`src/hw/lcc_pkg.sv`:
```
package lcc_pkg;

  // ==========================================================
  // Register map: printed offsets are word indices
  // ==========================================================
  localparam logic [7:0]  IDX_LEVEL1   = 8'h25;               // Level-one code and range select
  localparam logic [7:0]  IDX_LEVEL2   = 8'h26;               // Level-two code
  localparam logic [7:0]  IDX_LEVEL3   = 8'h27;               // Level-three code
  localparam logic [11:0] ADDR_LEVEL1  = {2'h0, IDX_LEVEL1, 2'h0};
  localparam logic [11:0] ADDR_LEVEL2  = {2'h0, IDX_LEVEL2, 2'h0};
  localparam logic [11:0] ADDR_LEVEL3  = {2'h0, IDX_LEVEL3, 2'h0};

  // ==========================================================
  // Field layout and reset values
  // ==========================================================
  localparam int          CODE_W       = 7;                   // Current code width
  localparam int          RANGE_BIT    = 7;                   // Range select position in level one
  localparam logic [6:0]  CODE_RST     = 7'h00;               // Codes start dark
  localparam logic        RANGE_RST    = 1'h0;                // Start on the 30 mA schedule
  localparam logic        RANGE_30MA   = 1'h0;                // Select value for 30 mA full scale
  localparam logic        RANGE_60MA   = 1'h1;                // Select value for 60 mA full scale
  localparam logic [1:0]  LEVEL_TWO    = 2'h2;                // Level select for level two
  localparam logic [1:0]  LEVEL_THREE  = 2'h3;                // Level select for level three

  // ==========================================================
  // Block state
  // ==========================================================
  typedef struct packed {
    logic              range_sel;                             // current_range_select
    logic [6:0]        level1_code;                           // Level-one code
    logic [6:0]        level2_code;                           // level2_current_code
    logic [6:0]        level3_code;                           // level3_current_code
    logic [31:0]       rdata;                                 // Captured read word
    logic              err;                                   // Captured unmapped flag
    logic              loaded;                                // Read word captured for this transfer
    logic [6:0]        drv_code;                              // Code handed to the sink DAC
    logic              drv_range;                             // Full-scale select for the sink DAC
  } lcc_state_s;

endpackage

```
`src/hw/lcc_top.sv`:
```
// Design decision made here: the APB slave port.
`timescale 1ns/1ps
module lcc_top
  import lcc_pkg::*;
(
  // Clock, reset and enable
  input  wire logic        pclk,
  input  wire logic        presetn,
  input  wire logic        pce,
  // APB slave
  input  wire logic        psel,
  input  wire logic        penable,
  input  wire logic        pwrite,
  input  wire logic [11:0] paddr,
  input  wire logic [31:0] pwdata,
  input  wire logic [3:0]  pstrb,
  output logic             pready,
  output logic [31:0]      prdata,
  output logic             pslverr,
  // Brightness level chosen by the light-sensing logic
  input  wire logic [1:0]  level_sel,
  // Sink DAC drive
  output logic [6:0]       drive_code,
  output logic             drive_range
);

  // ==========================================================
  // State and decode
  // ==========================================================
  lcc_state_s st_reg;                                         // All block state
  lcc_state_s st_next;                                        // Next value of the state
  logic       setup_ph;                                       // Transfer waiting for its read word
  logic       wr_done;                                        // Write completes this edge
  logic       hit1;                                           // Address hits level one
  logic       hit2;                                           // Address hits level two
  logic       hit3;                                           // Address hits level three

  // Address decoding on the held request
  assign hit1    = (paddr == ADDR_LEVEL1);
  assign hit2    = (paddr == ADDR_LEVEL2);
  assign hit3    = (paddr == ADDR_LEVEL3);

  // Ready only once the read word was captured, so a frozen setup cycle adds a wait
  assign pready   = psel && penable && pce && st_reg.loaded;
  assign setup_ph = psel && !st_reg.loaded;
  assign wr_done  = pready && pwrite;
  assign prdata   = st_reg.rdata;
  assign pslverr  = pready && st_reg.err;

  // ==========================================================
  // Next-state logic
  // ==========================================================
  always_comb
  begin
    st_next = st_reg;
    // Capture read word and error at the setup cycle
    if (setup_ph)
    begin
      st_next.loaded = 1'b1;
      st_next.err    = !(hit1 || hit2 || hit3);
      st_next.rdata  = '0;
      if (hit1)
      begin
        st_next.rdata[CODE_W:0] = {st_reg.range_sel, st_reg.level1_code};
      end
      else if (hit2)
      begin
        st_next.rdata[CODE_W-1:0] = st_reg.level2_code;
      end
      else if (hit3)
      begin
        st_next.rdata[CODE_W-1:0] = st_reg.level3_code;
      end
    end
    // Transfer ends at the ready edge
    if (pready)
    begin
      st_next.loaded = 1'b0;
    end
    // Writes land only at the completing edge and only with lane zero enabled
    if (wr_done && pstrb[0])
    begin
      if (hit1)
      begin
        st_next.range_sel   = pwdata[RANGE_BIT];
        st_next.level1_code = pwdata[CODE_W-1:0];
      end
      else if (hit2)
      begin
        st_next.level2_code = pwdata[CODE_W-1:0];
      end
      else if (hit3)
      begin
        st_next.level3_code = pwdata[CODE_W-1:0];
      end
    end
    // The DAC's own nonlinear ladder maps the code; we choose the code and full scale
    if (level_sel == LEVEL_TWO)
    begin
      st_next.drv_code = st_reg.level2_code;
    end
    else if (level_sel == LEVEL_THREE)
    begin
      st_next.drv_code = st_reg.level3_code;
    end
    else
    begin
      st_next.drv_code = st_reg.level1_code;
    end
    st_next.drv_range = st_reg.range_sel;
  end

  // ==========================================================
  // State register, frozen while the enable is low
  // ==========================================================
  always_ff @(posedge pclk or negedge presetn)
  begin
    if (!presetn)
    begin
      // Constants only here; clearing the whole struct also drops any half-done capture
      st_reg             <= '0;
      st_reg.range_sel   <= RANGE_RST;
      st_reg.level1_code <= CODE_RST;
      st_reg.level2_code <= CODE_RST;
      st_reg.level3_code <= CODE_RST;
      st_reg.drv_code    <= CODE_RST;
      st_reg.drv_range   <= RANGE_RST;
    end
    else if (pce)
    begin
      st_reg <= st_next;
    end
  end

  assign drive_code  = st_reg.drv_code;
  assign drive_range = st_reg.drv_range;
endmodule

```
`config.mk`:
```
export PLATFORM = sky130hd
export DESIGN_NAME = lcc_top
export DESIGN_NICKNAME = d
export VERILOG_FILES = /design/src/hw/lcc_pkg.sv /design/src/hw/lcc_top.sv
export SDC_FILE = /design/constraint.sdc
export NUM_CORES = 1
export LEC_CHECK = 0
export BUFFER_PORTS_ARGS = -buffer_cell sky130_fd_sc_hd__buf_2
export CORE_ASPECT_RATIO = 0.7
export CORE_MARGIN = 2
export CORE_UTILIZATION = 50
export DETAILED_ROUTE_END_ITERATION = 16
export GPL_TIMING_DRIVEN = 0
export PLACE_DENSITY = 0.84
export SLEW_MARGIN = 10
export SYNTH_ARGS = -nofsm -noshare
export SYNTH_HDL_FRONTEND = slang
export SYNTH_SLANG_ARGS = --single-unit
```
`constraint.sdc`:
```
create_clock -name pclk -period 4.75 [get_ports pclk]
set_input_delay 1.1875 -clock pclk [delete_from_list [all_inputs] [get_ports pclk]]
set_output_delay 1.1875 -clock pclk [all_outputs]
set_load 0.1 [all_outputs]
```
# After elaboration in Yosys (flattened, before gate mapping)
# Index checks and enable logic that the tools add are counted.
# word_totals
regBits	40
in_bits	56
out_inout_bits	42
elab_cells	41
# classes
n_eq_ne	5
mux	8
bitwise	2
reduce_logical	17
# ops
cell	count
12-bit by 8-bit == test with 1-bit output, second input constant	3
7-bit 2-to-1 mux	5
1-bit logical AND	7
5-bit AND reduction	1
2-bit == test, second input constant	2
2-bit AND reduction	2
4-bit AND reduction	1
1-bit 2-to-1 mux	3
3-bit AND reduction	1
1-bit logical NOT	2
1-bit logical OR	2
1-bit inverter	2
2-bit nonzero test	1

# Depth between registers and ports, before layout
# logic_depth
depth_word	6
ltp_mapped	5
ltp_nobuf	4

# Worst setup path after synthesis
# No wires, ideal clock.
# synth_path
path_type	input to output
start	in psel
end	out pslverr
t_arrival_ns	2.859
required_time_ns	3.563
path_slack_ns	0.703
path_stages	3
n_path_buf	0
path_cell_list	nand4_1 > inv_1 > and2_1
# synth_via
elab_chain_len	4
# synth_lines
item	line	text
start, declared	lcc_top.sv:11	input wire logic psel,
1-bit logical AND (3 in series)	lcc_top.sv:44	assign pready = psel && penable && pce && st_reg.loaded;
net pready	lcc_top.sv:17	output logic pready,
1-bit logical AND	lcc_top.sv:48	assign pslverr = pready && st_reg.err;
end, declared	lcc_top.sv:19	output logic pslverr,
# The timed path passes the listed nets, and every way through them passes these cells.

# Worst setup path after layout
# layout_path
start	in psel
end	out pslverr
# layout_via
elab_chain_len	4
# layout_lines
item	line
1-bit logical AND (3 in series)	lcc_top.sv:44
1-bit logical AND	lcc_top.sv:48
# Every way passes these cells.

==> flow_summary_export.csv <==
group,metric,value,unit
die,pin_count,98,
setup_path,crit_path_frequent_cell,"buf_2",
sta,fin_setup_tns,0,ns
route,first_pass_iters,4,
grt,antenna_found_initial,0,
route,ant_nets,0,
setup_path,r2r_cells,4,
clock_tree,cts_buffer_depth,2,
setup_path,critical_path_required,3.56,ns
clock_tree,cts-root-buf,"clkbuf_8",
finish,largest_register_ffs,23,
sta,slew_headroom,0.415,
setup_path,criticalPathCategory,"primary input to primary output",
setup_path,cp-start-kind,"primary input",
grt,grt_max_degree,41,
sta,finalCritPeriodShare,0.697,
sta,whs,0.485,ns
sta,final-setup-viol-count,0,
finish,syn2layout_area_growth,21.4,%
synthesis,async_flop_share,1.00,
setup_path,path_max_fanout,3,
synthesis,ys_seq_elements,40,
clock_tree,clk_latency,0.30,ns
placed_design,place.gp.congestion,0.760,
synthesis,avgSynthCellArea,11.6,um^2
sta,fmax,302,MHz
clock_tree,cts_tree,"done",
sta,rsz0062_at_grt,"no",
die,design.core.area,4040,um^2
die,die_w,82.6,um
synthesis,synth_top_cell_area_share,0.462,
die,die_h,59.1,um
clock_tree,clock_sinks,40,
hold_path,hold_path_depth,2,
finish,layout_commonest_cell,"buf_2",
grt,grt_pass1_vias,1421,
synthesis,yosysUniqueCellTypes,27,
synthesis,synthCells,186,
grt,grt_util_all_layers,0.189,
setup_path,ff2ff_setup_slack,2.85,ns
finish,layout-drive-gt1-share,0.487,
setup_path,cp_cell_sequence,"buf_2, nand4_1, inv_1, and2_1, buf_2",
die,die_area,4880,um^2
sta,period_needed,3.31,ns
synthesis,synth_area_leaders,"dfrtp_1 (46%), mux2_2 (16%), buf_4 (14%)",
finish,nets,316,
grt,overflow,0,
power_and_ir_drop,vdd_drop_max,0.194,mV
finish,num_antenna_cells,0,
die,start_util,0.536,
setup_path,cp.arrival,2.12,ns
finish,final_cell_mix,"buf_2 (44), buf_4 (40), dfrtp_1 (40)",
flow_run,cap_violations,0,
placed_design,portBuffers,44,
route,viasPerCell,4.82,
synthesis,ys.flop_type,"dfrtp_1",
grt,grt_pass1_wl,6580,um
setup_path,slowest_delay,0.41,ns
clock_tree,cts_setup_buffers,0,
power_and_ir_drop,p_leak,1.45,nW
synthesis,yosysWarnings,0,
route,routed-via-count,1510,
die,num_rows,19,
sta,worstMarginPinSlew,0.877,ns
clock_tree,postCtsHoldBufs,0,
route,wire_per_inst,13.3,um
clock_tree,numCtsBuffers,5,
route,first_iter_violations,97,
setup_path,crit_family,"buffers and inverters",
setup_path,cp.depth,5,
route,drc_errors,0,
hold_path,min_path_type,"flop to flop",
sta,report.final.slew_viol_count,0,
clock_tree,cts_resized,0,
setup_path,cp_slowest_cell,"buf_2",
clock_tree,clk_pin_slew,0.07,ns
status,outcome,"finished, final reports clean",
clock_tree,h-tree-depth,2,
synthesis,synth_edf_count,0,
power_and_ir_drop,power.density,302,nW/um^2
synthesis,seq_area_frac_synth,0.462,
setup_path,path_buf_inv,3,
route,wirelength,4160,um
synthesis,synth_area,2160,um^2
synthesis,yosysTopAreaCell,"dfrtp_1",
setup_path,end_kind,"primary output",
sta,hold_viol_final,0,
placed_design,dp_hpwl,3150,um
sta,skew,0.00391,ns
==> cell usage after synthesis, types with 2 or more instances <==
master    number
buf_4         40
o21ai_0        3
nand2_1        5
nand4_1        2
a221o_1        5
dfrtp_1       40
nor2b_1        5
nor2_1        11
clkbuf_1       5
mux2_2        30
a21oi_1       10
mux2i_1       14
inv_1          2
==> power by group <==
| part | leakage [nW] | internal (W) | switching [W] |
|---|---|---|---|
| registers | 0.546 | 0.000350 | 0.00000506 |
| logic | 0.848 | 0.0000450 | 0.000163 |
| clock network | 0.0510 | 0.000116 | 0.000116 |
| total | 1.45 | 0.000511 | 0.000284 |
==> area by class of cell <==
cell class                      instances  area [um^2]
Fill cell                             322         1410
Sequential cell                        40         1000
Multi-Input combinational cell        122          923
Buffer                                 45          319
Timing Repair Buffer                   44          220
Clock buffer                            6         82.6
Tap cell                               52         65.1
Clock inverter                          2         10.0
Inverter                                2         7.51
==> per-layer routing <==
| metal | global-route usage | wire length [um] | part of all wire |
|---|---|---|---|
| met2 | 0.289 | 1880 | 0.45 |
| met4 | 0.112 | 136 | 0.033 |
| met5 | 0 | 0 | 0 |
| met1 | 0.246 | 1850 | 0.45 |
| met3 | 0.0427 | 288 | 0.069 |
==> cells by family after synthesis <==
logic type,synth area share
compound gates,0.0607
mux,0.221
simple gates,0.103
buf+inv,0.151
other cells,0.00173
flops,0.462
==> worst paths after layout <==
| path | start | end |
|---|---|---|
| max | psel | pslverr |
| min reg2reg | st_reg[9]$_DFFE_PN0P_ | st_reg[9]$_DFFE_PN0P_ |
| min in group asynchronous | presetn | prdata[0]$_DFFE_PN0P_ |
| min | st_reg[9]$_DFFE_PN0P_ | st_reg[9]$_DFFE_PN0P_ |
| max in group asynchronous | presetn | st_reg[55]$_DFFE_PN0P_ |
| max reg2reg | st_reg[8]$_DFFE_PN0P_ | st_reg[51]$_DFFE_PN0P_ |
==> metrics by stage <==
step | setup slack (ns) | instances | total power [W] | instance area, um^2 | util
floorplan | 0.703 | 209 | 0.000537 | 2250 | -
finish | 1.44 | 313 | 0.000794 | 2630 | 0.650
global route | 1.37 | 313 | 0.000825 | 2630 | 0.650
CTS | 1.43 | 313 | 0.000802 | 2630 | 0.650
detailed placement | 1.44 | 305 | 0.000570 | 2540 | 0.628
global placement | 1.44 | 305 | 0.000567 | 2540 | 0.628
==> tightest hold or removal path, cell delays in order, from the launching register on <==
cell and delay, ns:
dfrtp_1 0.35, nand2_1 0.05, o21ai_0 0.06
Note: power is estimated with default switching activity, not from simulation.
